`src/rtl/cod_pkg.sv`:
```
/*
 * Constants for the control-class instruction decoder: opcode patterns,
 * operand field positions and decoder timing.
 * Assumes 16-bit instruction words presented by the fetch stage.
 */
`default_nettype none

package cod_pkg;

	// ------------------------------------------------------------------
	// Word layout
	// ------------------------------------------------------------------
	localparam int WORD_W       = 16;
	localparam int HI_MSB       = 15;
	localparam int HI_LSB       = 8;
	localparam int IND_BIT      = 7;
	localparam int ADDR_MSB     = 6;
	localparam int ADDR_LSB     = 0;
	localparam int IMM_MSB      = 7;
	localparam int IMM_LSB      = 0;
	localparam int DECODE_LAT   = 1;
	localparam int NUM_OPS      = 13;

	// ------------------------------------------------------------------
	// Upper byte patterns of memory-operand and immediate forms
	// ------------------------------------------------------------------
	localparam logic [7:0] HI_TEST_BIT_TREG = 8'h57;
	localparam logic [7:0] HI_LOAD_ST_ZERO  = 8'h50;
	localparam logic [7:0] HI_LOAD_ST_ONE   = 8'h51;
	localparam logic [7:0] HI_STORE_ST_ZERO = 8'h78;
	localparam logic [7:0] HI_STORE_ST_ONE  = 8'h79;
	localparam logic [7:0] HI_POP_TO_MEM    = 8'h7A;
	localparam logic [7:0] HI_PUSH_FROM_MEM = 8'h54;
	localparam logic [7:0] HI_REPEAT_MEM    = 8'h4B;
	localparam logic [7:0] HI_REPEAT_IMM    = 8'hCB;

	// ------------------------------------------------------------------
	// Complete word patterns
	// ------------------------------------------------------------------
	localparam logic [15:0] W_BLOCK_DATA = 16'hCE04;
	localparam logic [15:0] W_BLOCK_PROG = 16'hCE05;
	localparam logic [15:0] W_POP_ACC    = 16'hCE1D;
	localparam logic [15:0] W_PUSH_ACC   = 16'hCE1C;

	// ------------------------------------------------------------------
	// Operation select bit positions
	// ------------------------------------------------------------------
	localparam int OP_TEST_BIT_TREG = 0;
	localparam int OP_BLOCK_DATA    = 1;
	localparam int OP_BLOCK_PROG    = 2;
	localparam int OP_LOAD_ST_ZERO  = 3;
	localparam int OP_LOAD_ST_ONE   = 4;
	localparam int OP_STORE_ST_ZERO = 5;
	localparam int OP_STORE_ST_ONE  = 6;
	localparam int OP_POP_ACC       = 7;
	localparam int OP_PUSH_ACC      = 8;
	localparam int OP_POP_TO_MEM    = 9;
	localparam int OP_PUSH_FROM_MEM = 10;
	localparam int OP_REPEAT_MEM    = 11;
	localparam int OP_REPEAT_IMM    = 12;

	// ------------------------------------------------------------------
	// Reset values
	// ------------------------------------------------------------------
	localparam logic [12:0] OPS_RST  = 13'h0000;
	localparam logic [6:0]  ADDR_RST = 7'h00;
	localparam logic [7:0]  IMM_RST  = 8'h00;

endpackage

`default_nettype wire

```
`src/rtl/cod_decoder.sv`:
```
/*
 * Control-class instruction decoder. Registers one pulse per recognised
 * operation together with the operand fields of the word.
 * Assumes the fetch stage drives word_valid and word on sys_clk, and that
 * execution units consume the registered outputs one cycle later.
 */
`timescale 1ns/1ps
`default_nettype none

module cod_decoder (
	input  wire logic        sys_clk,
	input  wire logic        sys_rst,
	input  wire logic        word_valid,
	input  wire logic [15:0] word,
	output logic             test_bit_by_treg,
	output logic             block_to_data_space,
	output logic             block_to_program_space,
	output logic             load_status_zero,
	output logic             load_status_one,
	output logic             store_status_zero,
	output logic             store_status_one,
	output logic             stack_pop_to_acc,
	output logic             stack_push_from_acc,
	output logic             stack_pop_to_mem,
	output logic             stack_push_from_mem,
	output logic             repeat_from_mem,
	output logic             repeat_from_immediate,
	output logic             mem_operand,
	output logic             indirect_sel,
	output logic      [6:0]  addr_field,
	output logic      [7:0]  imm_field,
	output logic             claimed,
	output logic             single_word
);

	logic [12:0] ops_d;
	logic [12:0] ops_q;
	logic        mem_d;
	logic        mem_q;
	logic        ind_q;
	logic [6:0]  addr_q;
	logic [7:0]  imm_q;

	// ------------------------------------------------------------------
	// Pattern match
	// ------------------------------------------------------------------

	// Matcher compares the raw word against every control pattern.
	cod_match u_match (
		.word (word),
		.ops  (ops_d)
	);

	// Forms that carry a direct or indirect data-memory operand.
	assign mem_d = ops_d[cod_pkg::OP_TEST_BIT_TREG]
		| ops_d[cod_pkg::OP_LOAD_ST_ZERO]
		| ops_d[cod_pkg::OP_LOAD_ST_ONE]
		| ops_d[cod_pkg::OP_STORE_ST_ZERO]
		| ops_d[cod_pkg::OP_STORE_ST_ONE]
		| ops_d[cod_pkg::OP_POP_TO_MEM]
		| ops_d[cod_pkg::OP_PUSH_FROM_MEM]
		| ops_d[cod_pkg::OP_REPEAT_MEM];

	// ------------------------------------------------------------------
	// Output registers
	// ------------------------------------------------------------------

	// Operation pulses; an idle cycle or unmatched word clears them all.
	always_ff @(posedge sys_clk) begin
		if (sys_rst) begin
			ops_q <= cod_pkg::OPS_RST;
		end else if (word_valid) begin
			ops_q <= ops_d;
		end else begin
			ops_q <= cod_pkg::OPS_RST;
		end
	end

	// Memory-operand qualifier follows the operation pulses.
	always_ff @(posedge sys_clk) begin
		if (sys_rst) begin
			mem_q <= 1'b0;
		end else begin
			mem_q <= word_valid & mem_d;
		end
	end

	// Operand fields are captured unchanged from every valid word.
	always_ff @(posedge sys_clk) begin
		if (sys_rst) begin
			ind_q  <= 1'b0;
			addr_q <= cod_pkg::ADDR_RST;
			imm_q  <= cod_pkg::IMM_RST;
		end else if (word_valid) begin
			ind_q  <= word[cod_pkg::IND_BIT];
			addr_q <= word[cod_pkg::ADDR_MSB:cod_pkg::ADDR_LSB];
			imm_q  <= word[cod_pkg::IMM_MSB:cod_pkg::IMM_LSB];
		end
	end

	// ------------------------------------------------------------------
	// Output mapping
	// ------------------------------------------------------------------

	// Named pulses taken from the registered one-hot vector.
	assign test_bit_by_treg       = ops_q[cod_pkg::OP_TEST_BIT_TREG];
	assign block_to_data_space    = ops_q[cod_pkg::OP_BLOCK_DATA];
	assign block_to_program_space = ops_q[cod_pkg::OP_BLOCK_PROG];
	assign load_status_zero       = ops_q[cod_pkg::OP_LOAD_ST_ZERO];
	assign load_status_one        = ops_q[cod_pkg::OP_LOAD_ST_ONE];
	assign store_status_zero      = ops_q[cod_pkg::OP_STORE_ST_ZERO];
	assign store_status_one       = ops_q[cod_pkg::OP_STORE_ST_ONE];
	assign stack_pop_to_acc       = ops_q[cod_pkg::OP_POP_ACC];
	assign stack_push_from_acc    = ops_q[cod_pkg::OP_PUSH_ACC];
	assign stack_pop_to_mem       = ops_q[cod_pkg::OP_POP_TO_MEM];
	assign stack_push_from_mem    = ops_q[cod_pkg::OP_PUSH_FROM_MEM];
	assign repeat_from_mem        = ops_q[cod_pkg::OP_REPEAT_MEM];
	assign repeat_from_immediate  = ops_q[cod_pkg::OP_REPEAT_IMM];
	assign mem_operand            = mem_q;
	assign indirect_sel           = ind_q;
	assign addr_field             = addr_q;
	assign imm_field              = imm_q;

	// Every operation here is a one-word instruction.
	assign claimed     = |ops_q;
	assign single_word = |ops_q;
endmodule

`default_nettype wire

```
`src/rtl/cod_match.sv`:
```
/*
 * Combinational pattern matcher: turns one instruction word into a
 * one-hot vector of control operations.
 * Assumes a 16-bit word that is stable in the cycle it is presented.
 */
`timescale 1ns/1ps
`default_nettype none

module cod_match (
	input  wire logic [15:0] word,
	output logic      [12:0] ops
);

	logic [7:0] hi;

	// ------------------------------------------------------------------
	// Pattern compare
	// ------------------------------------------------------------------

	// Upper byte used by the memory-operand and immediate forms.
	assign hi = word[cod_pkg::HI_MSB:cod_pkg::HI_LSB];

	// Each compare is independent; the patterns never overlap.
	always_comb begin
		ops = cod_pkg::OPS_RST;
		ops[cod_pkg::OP_TEST_BIT_TREG] = (hi == cod_pkg::HI_TEST_BIT_TREG);
		ops[cod_pkg::OP_BLOCK_DATA]    = (word == cod_pkg::W_BLOCK_DATA);
		ops[cod_pkg::OP_BLOCK_PROG]    = (word == cod_pkg::W_BLOCK_PROG);
		ops[cod_pkg::OP_LOAD_ST_ZERO]  = (hi == cod_pkg::HI_LOAD_ST_ZERO);
		ops[cod_pkg::OP_LOAD_ST_ONE]   = (hi == cod_pkg::HI_LOAD_ST_ONE);
		ops[cod_pkg::OP_STORE_ST_ZERO] = (hi == cod_pkg::HI_STORE_ST_ZERO);
		ops[cod_pkg::OP_STORE_ST_ONE]  = (hi == cod_pkg::HI_STORE_ST_ONE);
		ops[cod_pkg::OP_POP_ACC]       = (word == cod_pkg::W_POP_ACC);
		ops[cod_pkg::OP_PUSH_ACC]      = (word == cod_pkg::W_PUSH_ACC);
		ops[cod_pkg::OP_POP_TO_MEM]    = (hi == cod_pkg::HI_POP_TO_MEM);
		ops[cod_pkg::OP_PUSH_FROM_MEM] = (hi == cod_pkg::HI_PUSH_FROM_MEM);
		ops[cod_pkg::OP_REPEAT_MEM]    = (hi == cod_pkg::HI_REPEAT_MEM);
		ops[cod_pkg::OP_REPEAT_IMM]    = (hi == cod_pkg::HI_REPEAT_IMM);
	end

endmodule

`default_nettype wire

```
`config.mk`:
```
export PLATFORM = sky130hd
export DESIGN_NAME = cod_decoder
export DESIGN_NICKNAME = d
export VERILOG_FILES = /design/src/rtl/cod_pkg.sv /design/src/rtl/cod_decoder.sv /design/src/rtl/cod_match.sv
export SDC_FILE = /design/constraint.sdc
export NUM_CORES = 1
export LEC_CHECK = 0
export BUFFER_PORTS_ARGS = -buffer_cell sky130_fd_sc_hd__buf_2
export CAP_MARGIN = 30
export CORE_AREA = 4 4 53 55
export CTS_CLUSTER_SIZE = 28
export DETAILED_ROUTE_END_ITERATION = 7
export DIE_AREA = 0 0 57 59
export PLACE_DENSITY = 0.75
export SLEW_MARGIN = 20
export SYNTH_ARGS = -nofsm -noshare
export SYNTH_HDL_FRONTEND = slang
export SYNTH_SLANG_ARGS = --single-unit
```
`constraint.sdc`:
```
create_clock -name sys_clk -period 0.92 [get_ports sys_clk]
set_input_delay 0.092 -clock sys_clk [delete_from_list [all_inputs] [get_ports sys_clk]]
set_output_delay 0.092 -clock sys_clk [all_outputs]
set_load 0.02 [all_outputs]
```
==> results of run 1 <==
## kinds of logic (layout without fill, tap and decap cells)
family | count (synthesis) | count (layout) | share of synthesized area, %
buffers and inverters | 15 | 68 | 11.1
DFF | 22 | 22 | 45.2
AOI/OAI and AO/OA | 5 | 5 | 3.73
and+or+nand+nor | 48 | 48 | 31.7
muxes | 8 | 8 | 8.23
## area by class of cell
class / instances / area share, %
multi-input combinational: 61 / 30.4
sequential: 22 / 31.8
tap: 30 / 2.52
timing repair buffer: 63 / 33.3
inverter: 2 / 0.503
clock buffer: 3 / 1.51
## through the flow
step | std cells | worst slack [ns] | power [mW]
5_1_grt | 181 | -0.513 | 1.86
2_1_floorplan | 98 | -0.312 | 1.20
3_3_place_gp | 175 | -0.0531 | 1.30
4_1_cts | 181 | -0.438 | 1.75
3_5_place_dp | 175 | -0.150 | 1.31
6_report | 181 | -0.421 | 1.78
## tightest hold or removal path: stages
cell	delay, ns
sky130_fd_sc_hd__buf_2	0.09
sky130_fd_sc_hd__mux2i_1	0.06
sky130_fd_sc_hd__nor2_1	0.07
## path summary, 6_finish.rpt
path | cells after the start | to | slack, ns | start
hold reg to reg | 2 | imm_field[6] | 0.52 | imm_field[6]
setup / recovery | 3 | single_word | -0.42 | ops_q[6]
setup reg to reg | 2 | addr_field[3] | 0.24 | addr_field[3]
hold / removal | 3 | imm_field[6] | 0.04 | word[6]
## routing by layer
metal / share of wire (%) / up-vias
met5: 0 / -
met4: 1.5 / 0
met3: 5.3 / 4
met2: 56 / 36
met1: 37 / 436
li1: - / 453
## registers in the layout, indices dropped and copies added (netlist names)
register,cells
ops_q,13
addr_field,6
imm_field,1
indirect_sel,1
mem_operand,1
## report_power, final
| group | leakage, nW | internal, mW | switching, mW |
|---|---|---|---|
| Combinational | 0.505 | 0.183 | 0.178 |
| Clock | 0.0138 | 0.153 | 0.271 |
| Sequential | 0.189 | 0.969 | 0.0240 |
## placed cells by master, fill, tap and decap left out, types with 2 or more instances in the layout
cell	Yosys	routed
sky130_fd_sc_hd__nor4_2	0	2
sky130_fd_sc_hd__nor4_1	6	3
sky130_fd_sc_hd__mux2i_1	8	8
sky130_fd_sc_hd__dlygate4sd3_1	0	3
sky130_fd_sc_hd__nand3_1	2	2
sky130_fd_sc_hd__dfxtp_2	0	18
sky130_fd_sc_hd__nand2_1	4	4
sky130_fd_sc_hd__nor3_1	3	3
sky130_fd_sc_hd__buf_4	9	19
sky130_fd_sc_hd__clkbuf_4	0	3
sky130_fd_sc_hd__buf_2	2	22
sky130_fd_sc_hd__nand4_1	2	2
sky130_fd_sc_hd__nor3b_1	5	5
sky130_fd_sc_hd__buf_6	2	19
sky130_fd_sc_hd__nor2_1	13	13
sky130_fd_sc_hd__dfxtp_4	0	3
sky130_fd_sc_hd__inv_1	2	2
sky130_fd_sc_hd__and3b_1	2	2
sky130_fd_sc_hd__and4bb_1	3	3
## repair_timing
item,4_1_cts,5_1_grt
setup endpoints to repair,20,31
pin swaps,0,0
gates resized for setup,29,42
hold endpoints to repair,3,0
hold buffers,3,0
==> qor.yml, run 1 <==
timing:
  finalHoldViolations: 0
  timing.final.max_slew_violations: 0
  max_freq_ghz: 0.746
  min_period_ns: 1.34
  final.setup_skew_ns: 0
  count_of_final_setup_violators: 3
  finalSetupTns_ns: -0.847
  rsz0062_at_grt: "yes"
  worst_slew_pin_slew_ns: 0.363
  whs_ns: 0.0373
  fin_ws_ns: -0.421
  fin_crit_sh_pct: 146
  max-slew-margin-rel_pct: 75.2
clock_tree:
  buffers_inserted_by_post_cts_timing_repair: 0
  cts_htree_levels: 1
  worst_setup_hold_path_clk_slew_ns: 0.12
  cts_tree: "done"
  ctsLongestPathBuffers: 2
  cts_root_buf: "sky130_fd_sc_hd__clkbuf_4"
  cts_made_buffers: 3
  clock_insertion_delay_worst_skew_ns: 0.30
  clock_sink_count: 22
synth:
  postSynthAreaPerCell_um2: 9.93
  synth_enable_flop_cells: 0
  synthDominantCellAreaShare_pct: 45.2
  yosys_warnings: 0
  post_synth_most_frequent_cells: "sky130_fd_sc_hd__dfxtp_1, sky130_fd_sc_hd__nor2_1, sky130_fd_sc_hd__buf_4"
  seq_area_frac_synth_pct: 45.2
  yosysUniqueCellTypes: 28
  syn-num-nets: 117
  post_synth_instance_area_um2: 973
  yosys_register_bits: 22
  synth.most_common_cell: "sky130_fd_sc_hd__dfxtp_1"
  yosys-top-cells-area: "sky130_fd_sc_hd__dfxtp_1, sky130_fd_sc_hd__mux2i_1, sky130_fd_sc_hd__buf_4, sky130_fd_sc_hd__nor2_1, sky130_fd_sc_hd__and4bb_1"
  postSynth.asyncResetShare_pct: 0
  dominantRegCellSynth: "sky130_fd_sc_hd__dfxtp_1"
  synth.largest_area_cell: "sky130_fd_sc_hd__dfxtp_1"
  syn_inst: 98
power_and_ir_drop:
  pwr_density_cell_nw_per_um2: 1190
  power.static_leakage_nw: 0.708
  max-vdd-ir-drop_mv: 0.622
die:
  fp.dieH_um: 59
  die_area_um2: 3360
  die_width_um: 57
  i_o_pins: 51
  placement_rows: 18
  floorplan.core_area_um2: 2390
  initial_utilization_pct: 40.8
finish:
  layout_cells_sized_above_1_pct: 59.6
  synth_to_layout_area_growth_pct: 53.2
  layout.cell_area.non_filler_um2: 1490
  sequential_cell_area_um2: 474
  area_occupied_by_multi_input_gates_um2: 453
  antenna_cells: 0
  finalCoreUtilization_pct: 62.5
  num-fill-cells: 212
  fin_nets: 172
routing:
  postRouteAntennaNets: 0
  num_vias: 929
  vias_per_cell: 5.13
  dr.first_iter.drc_count: 20
  drtPass1Iterations: 4
  routedWlPerCell_um: 15.0
  finalWirelength_um: 2720
  drt_drc_violations_left: 0
placed_design:
  place_congestion: 0.775
  dpl.hpwl_um: 1930
  portBuffers: 50
  placement.cell_area_um2: 1240
grt:
  grt.overflow.total: 0
  globalRouteMet1Util_pct: 17.8
  grt_use_met2_pct: 31.0
  grt_util_all_layers_pct: 16.3
  grt_first_pass_wirelength_um: 4250
  antenna_violations_before_repair: 0
  grt.met3_usage_pct: 1.96
  via_count_of_the_first_global_routing_pass: 929
  grt_most_used_layer: "met2"
  grt_max_degree: 12
critical_path:
  worstPathMaxFanout: 2
  cpPeakStageDelay_ns: 0.37
  worstPathArrival_ns: 1.25
  critPathRequiredTime_ns: 0.83
  setup.worst_path.class: "reg -> out"
  critical_path.slowest_cell: "sky130_fd_sc_hd__dfxtp_4"
  cp_buf_inv_count: 1
  worstSetupStartpointType: "flop"
  path_cells: "nor4_4 > nand4_1 > buf_2"
  critical_path_capture_point_type: "output port"
  cpLargestDelayFamily: "simple AND/OR/NAND/NOR gates"
status:
  outcome: "finished with violations"
  failing_checks: "negative setup slack"
flow_run:
  max_cap_viol_count: 0
hold_path:
  min-delay-path-class: "in -> reg"
(Power assumes the default switching activity.)
==> inputs of run 2 (changes only) <==
--- a/config.mk
+++ b/config.mk
@@ -12,7 +12,7 @@
 export DETAILED_ROUTE_END_ITERATION = 7
 export DIE_AREA = 0 0 57 59
 export PLACE_DENSITY = 0.75
-export SLEW_MARGIN = 20
+export RECOVER_POWER = 100
 export SYNTH_ARGS = -nofsm -noshare
 export SYNTH_HDL_FRONTEND = slang
 export SYNTH_SLANG_ARGS = --single-unit
==> run 2 against run 1 <==
- the run still ends with negative setup slack left
- die area did not move
- register-to-register slack barely moved
- final cell count did not move
- utilization fell by 0.10 points
- clock skew did not move
- sequential cell count did not move
- highest routed layer unchanged
- critical path type unchanged
- total power barely moved
- sequential power barely moved
==> qor.yml, run 2 (synthesis results as in run 1) <==
status:
  outcome: "finished with violations"  # unchanged
  failing_checks: "negative setup slack"  # unchanged
critical_path:
  rr_endpoint: "addr_field[3]"  # unchanged
  worstPathArrival_ns: 1.25  # about the same
  critical_path.slowest_cell: "sky130_fd_sc_hd__dfxtp_4"  # unchanged
  setup.worst_path.class: "reg -> out"  # unchanged
  worstPathMaxFanout: 2  # unchanged
  critPathRequiredTime_ns: 0.83  # about the same
  path_cells: "nor4_4 > nand4_1 > buf_2"  # unchanged
  cpPeakStageDelay_ns: 0.37  # about the same
  worstSetupStartpointType: "flop"  # unchanged
  setup.reg_to_reg.worst_slack_ns: 0.24  # about the same
  critical_path_capture_point_type: "output port"  # unchanged
  r2r.worst_path.cells: 2  # unchanged
  setup.worst_path.start: "ops_q[6]"  # unchanged
  r2r_start: "addr_field[3]"  # unchanged
routing:
  num_vias: 929  # unchanged
  vias_per_cell: 5.13  # unchanged
  drtPass1Iterations: 4  # unchanged
  drt_drc_violations_left: 0  # unchanged
  dr.first_iter.drc_count: 20  # unchanged
  routedWlPerCell_um: 15.0  # about the same
  finalWirelength_um: 2720  # about the same
  postRouteAntennaNets: 0  # unchanged
finish:
  registers.top_by_ff_count: "ops_q"  # unchanged
  layout.cells.most_common: "sky130_fd_sc_hd__buf_2"  # unchanged
  finalCoreUtilization_pct: 62.4  # was 62.5%
  most_frequent_cells_in_the_layout: "sky130_fd_sc_hd__buf_2, sky130_fd_sc_hd__buf_6, sky130_fd_sc_hd__buf_4"  # unchanged
  largest_register_ff_count: 13  # unchanged
  antenna_cells: 0  # unchanged
  synth_to_layout_area_growth_pct: 53.0  # was 53.2%
  fin_nets: 172  # unchanged
  num-fill-cells: 211  # was 212
  layout_cells_sized_above_1_pct: 58.3  # was 59.6%
placed_design:
  place_congestion: 0.775  # unchanged
  place_worst_setup_slack_ns: -0.150  # unchanged
  portBuffers: 50  # unchanged
  dpl.hpwl_um: 1930  # unchanged
timing:
  rsz0062_at_grt: "yes"  # unchanged
  finalHoldViolations: 0  # unchanged
  timing.final.max_slew_violations: 0  # unchanged
  final.setup_skew_ns: 0  # unchanged
  min_period_ns: 1.34  # unchanged
  max_freq_ghz: 0.746  # unchanged
  worst_slew_pin_slew_ns: 0.363  # about the same
  fin_ws_ns: -0.421  # unchanged
  fin_crit_sh_pct: 146  # unchanged
  count_of_final_setup_violators: 3  # unchanged
  max-slew-margin-rel_pct: 75.2  # about the same
die:
  initial_utilization_pct: 40.8  # unchanged
  floorplan.core_area_um2: 2390  # unchanged
  die_area_um2: 3360  # unchanged
  i_o_pins: 51  # unchanged
  fp.dieH_um: 59  # unchanged
  placement_rows: 18  # unchanged
  die_width_um: 57  # unchanged
clock_tree:
  buffers_inserted_by_post_cts_timing_repair: 0  # unchanged
  cts_tree: "done"  # unchanged
  cts_root_buf: "sky130_fd_sc_hd__clkbuf_4"  # unchanged
  worst_setup_hold_path_clk_slew_ns: 0.12  # about the same
  clock_insertion_delay_worst_skew_ns: 0.30  # about the same
  cts_made_buffers: 3  # unchanged
  ctsLongestPathBuffers: 2  # unchanged
  clock_sink_count: 22  # unchanged
  cts_htree_levels: 1  # unchanged
hold_path:
  timing.hold.worst_path_depth: 3  # unchanged
  worstHoldEndpoint: "imm_field[6]"  # unchanged
  worstHoldStart: "word[6]"  # unchanged
  min-delay-path-class: "in -> reg"  # unchanged
power_and_ir_drop:
  max-vdd-ir-drop_mv: 0.622  # about the same
  power.static_leakage_nw: 0.703  # was 0.708 nW
  pwr_density_cell_nw_per_um2: 1190  # about the same
grt:
  grt_first_pass_wirelength_um: 4250  # unchanged
  grt.overflow.total: 0  # unchanged
  grt_max_degree: 12  # unchanged
  antenna_violations_before_repair: 0  # unchanged
  via_count_of_the_first_global_routing_pass: 929  # unchanged
  grt_util_all_layers_pct: 16.3  # unchanged
flow_run:
  max_cap_viol_count: 0  # unchanged
## run 2: routing by layer
| layer | GRT usage (%) | wire [um] | up-vias |
|---|---|---|---|
| met5 | 0 | 0 | - |
| met4 | 7.95 | 41 | 0 |
| met3 | 1.96 | 144 | 4 |
| met2 | 31.0 | 1530 | 36 |
| met1 | 17.8 | 1010 | 436 |
| li1 | - | - | 453 |
## run 2: layout make-up
cell class                      instances  area, um2  share of cell area, %
Sequential cell                        22        474                   31.8
Multi-Input combinational cell         61        453                   30.4
Clock buffer                            3       22.5                   1.51
Tap cell                               30       37.5                   2.52
Timing Repair Buffer                   63        494                   33.2
Inverter                                2       7.51                  0.504
## run 2: timing repair
item,in CTS,in global routing
gates resized for setup,29,42
setup endpoints to repair,20,31
hold buffers,3,0
hold endpoints to repair,3,0
## run 2: critical path, delay by kind of cell, from the launching register on
family	cells	cell delay, ns
and+or+nand+nor	2	0.40
DFF	1	0.37
buffers and inverters	1	0.18
## run 2: worst max path at each step
stage | endpoint | slack [ns] | depth (start not counted)
2_1_floorplan | single_word | -0.31 | 3
3_3_place_gp | claimed | -0.05 | 3
3_5_place_dp | single_word | -0.15 | 3
4_1_cts | single_word | -0.44 | 3
5_1_grt | claimed | -0.51 | 3
6_report | single_word | -0.42 | 3
## run 2: power breakdown
part           internal (mW)  switching (mW)  total, mW
Clock                  0.153           0.271      0.424
Sequential             0.969          0.0240      0.993
Combinational          0.181           0.178      0.360
## run 2: stage by stage
step	std cells	power [mW]	hold slack, ns	cell area [um2]	TNS [ns]
2_1_floorplan	98	1.20	0.162	978	-0.362
3_3_place_gp	175	1.30	0.299	1240	-0.148
3_5_place_dp	175	1.31	0.310	1240	-0.580
4_1_cts	181	1.75	0.0303	1370	-0.893
5_1_grt	181	1.86	0.0542	1490	-1.30
6_report	181	1.78	0.0373	1490	-0.847
==> inputs of run 3 (changes only) <==
--- a/config.mk
+++ b/config.mk
@@ -11,8 +11,10 @@
 export CTS_CLUSTER_SIZE = 28
 export DETAILED_ROUTE_END_ITERATION = 7
 export DIE_AREA = 0 0 57 59
-export PLACE_DENSITY = 0.75
+export PLACE_DENSITY = 0.76
 export RECOVER_POWER = 100
 export SYNTH_ARGS = -nofsm -noshare
 export SYNTH_HDL_FRONTEND = slang
+export SYNTH_HIERARCHICAL = 1
 export SYNTH_SLANG_ARGS = --single-unit
+export TNS_END_PERCENT = 1
==> run 3 against run 2 <==
- the flow still finishes with violations (negative setup slack)
- sequential power fell by 0.6%
- area after synthesis rose by 1.9%
- sequential share of layout area rose by 0.80 points
- critical path depth did not move
- final cell count did not move
- sequential cell count did not move
- clock skew did not move
- largest cell class is now multi-input combinational cells
- via count fell by 6.7%
- total power rose by 0.88%
- die area did not move
- count of clock-buffer cells in the layout rose by 1
- non-clock buffer count fell by 5
==> qor.yml, run 3 <==
die:
  i_o_pins: 51  # unchanged
  initial_utilization_pct: 41.6  # was 40.8%
  die_width_um: 57  # unchanged
  floorplan.core_area_um2: 2390  # unchanged
  die_area_um2: 3360  # unchanged
  fp.dieH_um: 59  # unchanged
  placement_rows: 18  # unchanged
timing:
  worst_slew_pin_slew_ns: 0.354  # was 0.363 ns
  final.setup_skew_ns: 0  # unchanged
  rsz0062_at_grt: "yes"  # unchanged
  count_of_final_setup_violators: 9  # was 3
  min_period_ns: 1.33  # was 1.34 ns
  max_freq_ghz: 0.752  # was 0.746 GHz
  fin_ws_ns: -0.410  # was -0.421 ns
  timing.final.max_slew_violations: 0  # unchanged
  max-slew-margin-rel_pct: 76.3  # was 75.2%
  fin_crit_sh_pct: 145  # was 146%
  finalHoldViolations: 0  # unchanged
  whs_ns: 0.0451  # was 0.0373 ns
routing:
  postRouteAntennaNets: 0  # unchanged
  routedWlPerCell_um: 12.7  # was 15.0 um
  dr.first_iter.drc_count: 10  # was 20
  vias_per_cell: 4.79  # was 5.13
  finalWirelength_um: 2300  # was 2720 um
  num_vias: 867  # was 929
  drt_drc_violations_left: 0  # unchanged
  drtPass1Iterations: 4  # unchanged
synth:
  post_synth_most_frequent_cells: "sky130_fd_sc_hd__dfxtp_1, sky130_fd_sc_hd__nor2_1, sky130_fd_sc_hd__and2_1"  # was sky130_fd_sc_hd__dfxtp_1, sky130_fd_sc_hd__nor2_1, sky130_fd_sc_hd__buf_4
  syn_inst: 103  # was 98
  simple_gate_fraction_of_synth_area_pct: 35.2  # was 31.7%
  synthDominantCellAreaShare_pct: 44.4  # was 45.2%
  postSynthAreaPerCell_um2: 9.63  # was 9.93 um2
  seq_area_frac_synth_pct: 44.4  # was 45.2%
  synth.mux.area_fraction_pct: 8.07  # was 8.23%
  yosys_register_bits: 22  # unchanged
  synth.most_common_cell: "sky130_fd_sc_hd__dfxtp_1"  # unchanged
  syn-num-nets: 122  # was 117
  synth_adder_area_share_pct: 0  # unchanged
  synth_xor_area_share_pct: 0  # unchanged
  yosys-top-cells-area: "sky130_fd_sc_hd__dfxtp_1, sky130_fd_sc_hd__and2_1, sky130_fd_sc_hd__mux2i_1, sky130_fd_sc_hd__buf_4, sky130_fd_sc_hd__nor2_1"  # was sky130_fd_sc_hd__dfxtp_1, sky130_fd_sc_hd__mux2i_1, sky130_fd_sc_hd__buf_4, sky130_fd_sc_hd__nor2_1, sky130_fd_sc_hd__and4bb_1
  synth_top_family_by_area: "simple AND/OR/NAND/NOR gates"  # unchanged
  dominantRegCellSynth: "sky130_fd_sc_hd__dfxtp_1"  # unchanged
  yosys_warnings: 6  # was 0
  synth_compound_gate_area_share_pct: 0.757  # was 3.73%
  synth_enable_flop_cells: 0  # unchanged
  post_synth_instance_area_um2: 992  # was 973 um2
  yosysUniqueCellTypes: 24  # was 28
  synth.largest_area_cell: "sky130_fd_sc_hd__dfxtp_1"  # unchanged
  postSynth.asyncResetShare_pct: 0  # unchanged
placed_design:
  place_congestion: 0.727  # was 0.775
  post_placement_cell_count: 177  # was 175
  place_worst_setup_slack_ns: -0.297  # was -0.150 ns
  portBuffers: 50  # unchanged
  dpl.hpwl_um: 1790  # was 1930 um
clock_tree:
  cts_made_buffers: 3  # unchanged
  buffers_inserted_by_post_cts_timing_repair: 0  # unchanged
  clock_insertion_delay_worst_skew_ns: 0.30  # about the same
  cts_root_buf: "sky130_fd_sc_hd__clkbuf_4"  # unchanged
  post_cts_hold_buffer_count: 0  # was 3
  cts_htree_levels: 1  # unchanged
  ctsLongestPathBuffers: 2  # unchanged
  clock_sink_count: 22  # unchanged
  worst_setup_hold_path_clk_slew_ns: 0.11  # was 0.12 ns
  cts_tree: "done"  # unchanged
status:
  outcome: "finished with violations"  # unchanged
  failing_checks: "negative setup slack"  # unchanged
critical_path:
  worstSetupStartpointType: "flop"  # unchanged
  setup.worst_path.class: "reg -> out"  # unchanged
  worstPathArrival_ns: 1.24  # was 1.25 ns
  worstPathMaxFanout: 2  # unchanged
  critPathRequiredTime_ns: 0.83  # about the same
  critical_path_capture_point_type: "output port"  # unchanged
power_and_ir_drop:
  report.power.total_mw: 1.79  # was 1.78 mW
  pwr_density_cell_nw_per_um2: 1270  # was 1190 nW/um2
  power.static_leakage_nw: 0.671  # was 0.703 nW
  max-vdd-ir-drop_mv: 0.722  # was 0.622 mV
finish:
  final_cells: 181  # unchanged
  largest_register_ff_count: 13  # unchanged
  fin_nets: 171  # was 172
  registers.top_by_ff_count: "ops_q"  # unchanged
  layout.cells.most_common: "sky130_fd_sc_hd__buf_4"  # was sky130_fd_sc_hd__buf_2
  antenna_cells: 0  # unchanged
  most_frequent_cells_in_the_layout: "sky130_fd_sc_hd__buf_4, sky130_fd_sc_hd__buf_2, sky130_fd_sc_hd__nor2_1"  # was sky130_fd_sc_hd__buf_2, sky130_fd_sc_hd__buf_6, sky130_fd_sc_hd__buf_4
  layout_cells_sized_above_1_pct: 53.6  # was 58.3%
  synth_to_layout_area_growth_pct: 41.7  # was 53.0%
flow_run:
  max_cap_viol_count: 0  # unchanged
grt:
  grt.overflow.total: 0  # unchanged
  grt_util_all_layers_pct: 13.8  # was 16.3%
  via_count_of_the_first_global_routing_pass: 884  # was 929
  grt_max_degree: 15  # was 12
  antenna_violations_before_repair: 0  # unchanged
  grt_first_pass_wirelength_um: 3660  # was 4250 um
hold_path:
  min-delay-path-class: "in -> reg"  # unchanged
-- run 3: changes by cell type in the layout (fill, tap and decap cells not counted), moves of 3 or more --
| cell | change |
|---|---|
| sky130_fd_sc_hd__dlygate4sd3_1 | -3 |
| sky130_fd_sc_hd__and2_1 | +5 |
| sky130_fd_sc_hd__nor3b_1 | -3 |
| sky130_fd_sc_hd__buf_4 | +9 |
| sky130_fd_sc_hd__dfxtp_1 | +8 |
| sky130_fd_sc_hd__buf_6 | -13 |
| sky130_fd_sc_hd__dfxtp_2 | -6 |
| sky130_fd_sc_hd__and2_0 | +7 |
| sky130_fd_sc_hd__nand2_1 | -3 |
-- run 3: layout make-up --
class / instances / area [um2]
repair buffers: 58 / 400
flip-flops and latches: 22 / 459
inverters: 1 / 3.75
multi-input cells: 66 / 469
well taps: 30 / 37.5
clock buffers: 4 / 36.3
fillers: 230 / 981
-- run 3: path summary, 6_finish.rpt --
| check | to | start | slack [ns] | depth (start not counted) |
|---|---|---|---|---|
| worst max-delay path | single_word | ops_q[12] | -0.41 | 3 |
| worst min register to register | imm_field[6] | imm_field[6] | 0.54 | 2 |
| worst max register to register | addr_field[2] | addr_field[2] | 0.28 | 2 |
| worst min-delay path | addr_field[1] | word[1] | 0.05 | 3 |
-- run 3: repair_timing --
action | in CTS | in global routing
endpoints found under the setup margin | 19 | 34
pin swaps | 0 | 1
resized for setup | 24 | 33
-- run 3: power by group --
group | leakage [nW] | total [mW] | switching, mW | internal, mW
clock network | 0.0210 | 0.512 | 0.271 | 0.241
registers | 0.186 | 0.987 | 0.0169 | 0.970
logic | 0.464 | 0.293 | 0.153 | 0.140
-- run 3: stage by stage --
step                      utilization [%]  setup TNS (ns)  instance area, um2
final                                58.9          -0.904                1410
after global routing                 58.9           -2.24                1410
after CTS                            55.6          -0.847                1330
after detailed placement             51.7           -2.17                1230
after global placement               51.7           -1.85                1230
after floorplan                         -          -0.404                 997
-- run 3: critical path, cell delays in order, from the launching register on --
cell and delay [ns]:
sky130_fd_sc_hd__dfxtp_2 0.35, sky130_fd_sc_hd__nor4_2 0.28, sky130_fd_sc_hd__nand4_1 0.14, sky130_fd_sc_hd__buf_2 0.18
-- run 3: kinds of logic after synthesis --
kind of cell           count (synthesis)
and+or+nand+nor                       57
DFF                                   22
buffers and inverters                 15
muxes                                  8
AOI/OAI and AO/OA                      1
-- run 3: routing by layer --
metal	GRT usage, %	share of wire, %	up-vias
met5	0	0	-
met4	4.64	1.4	0
met3	3.49	8.0	4
met2	26.3	49	34
met1	14.8	41	388
li1	-	-	441
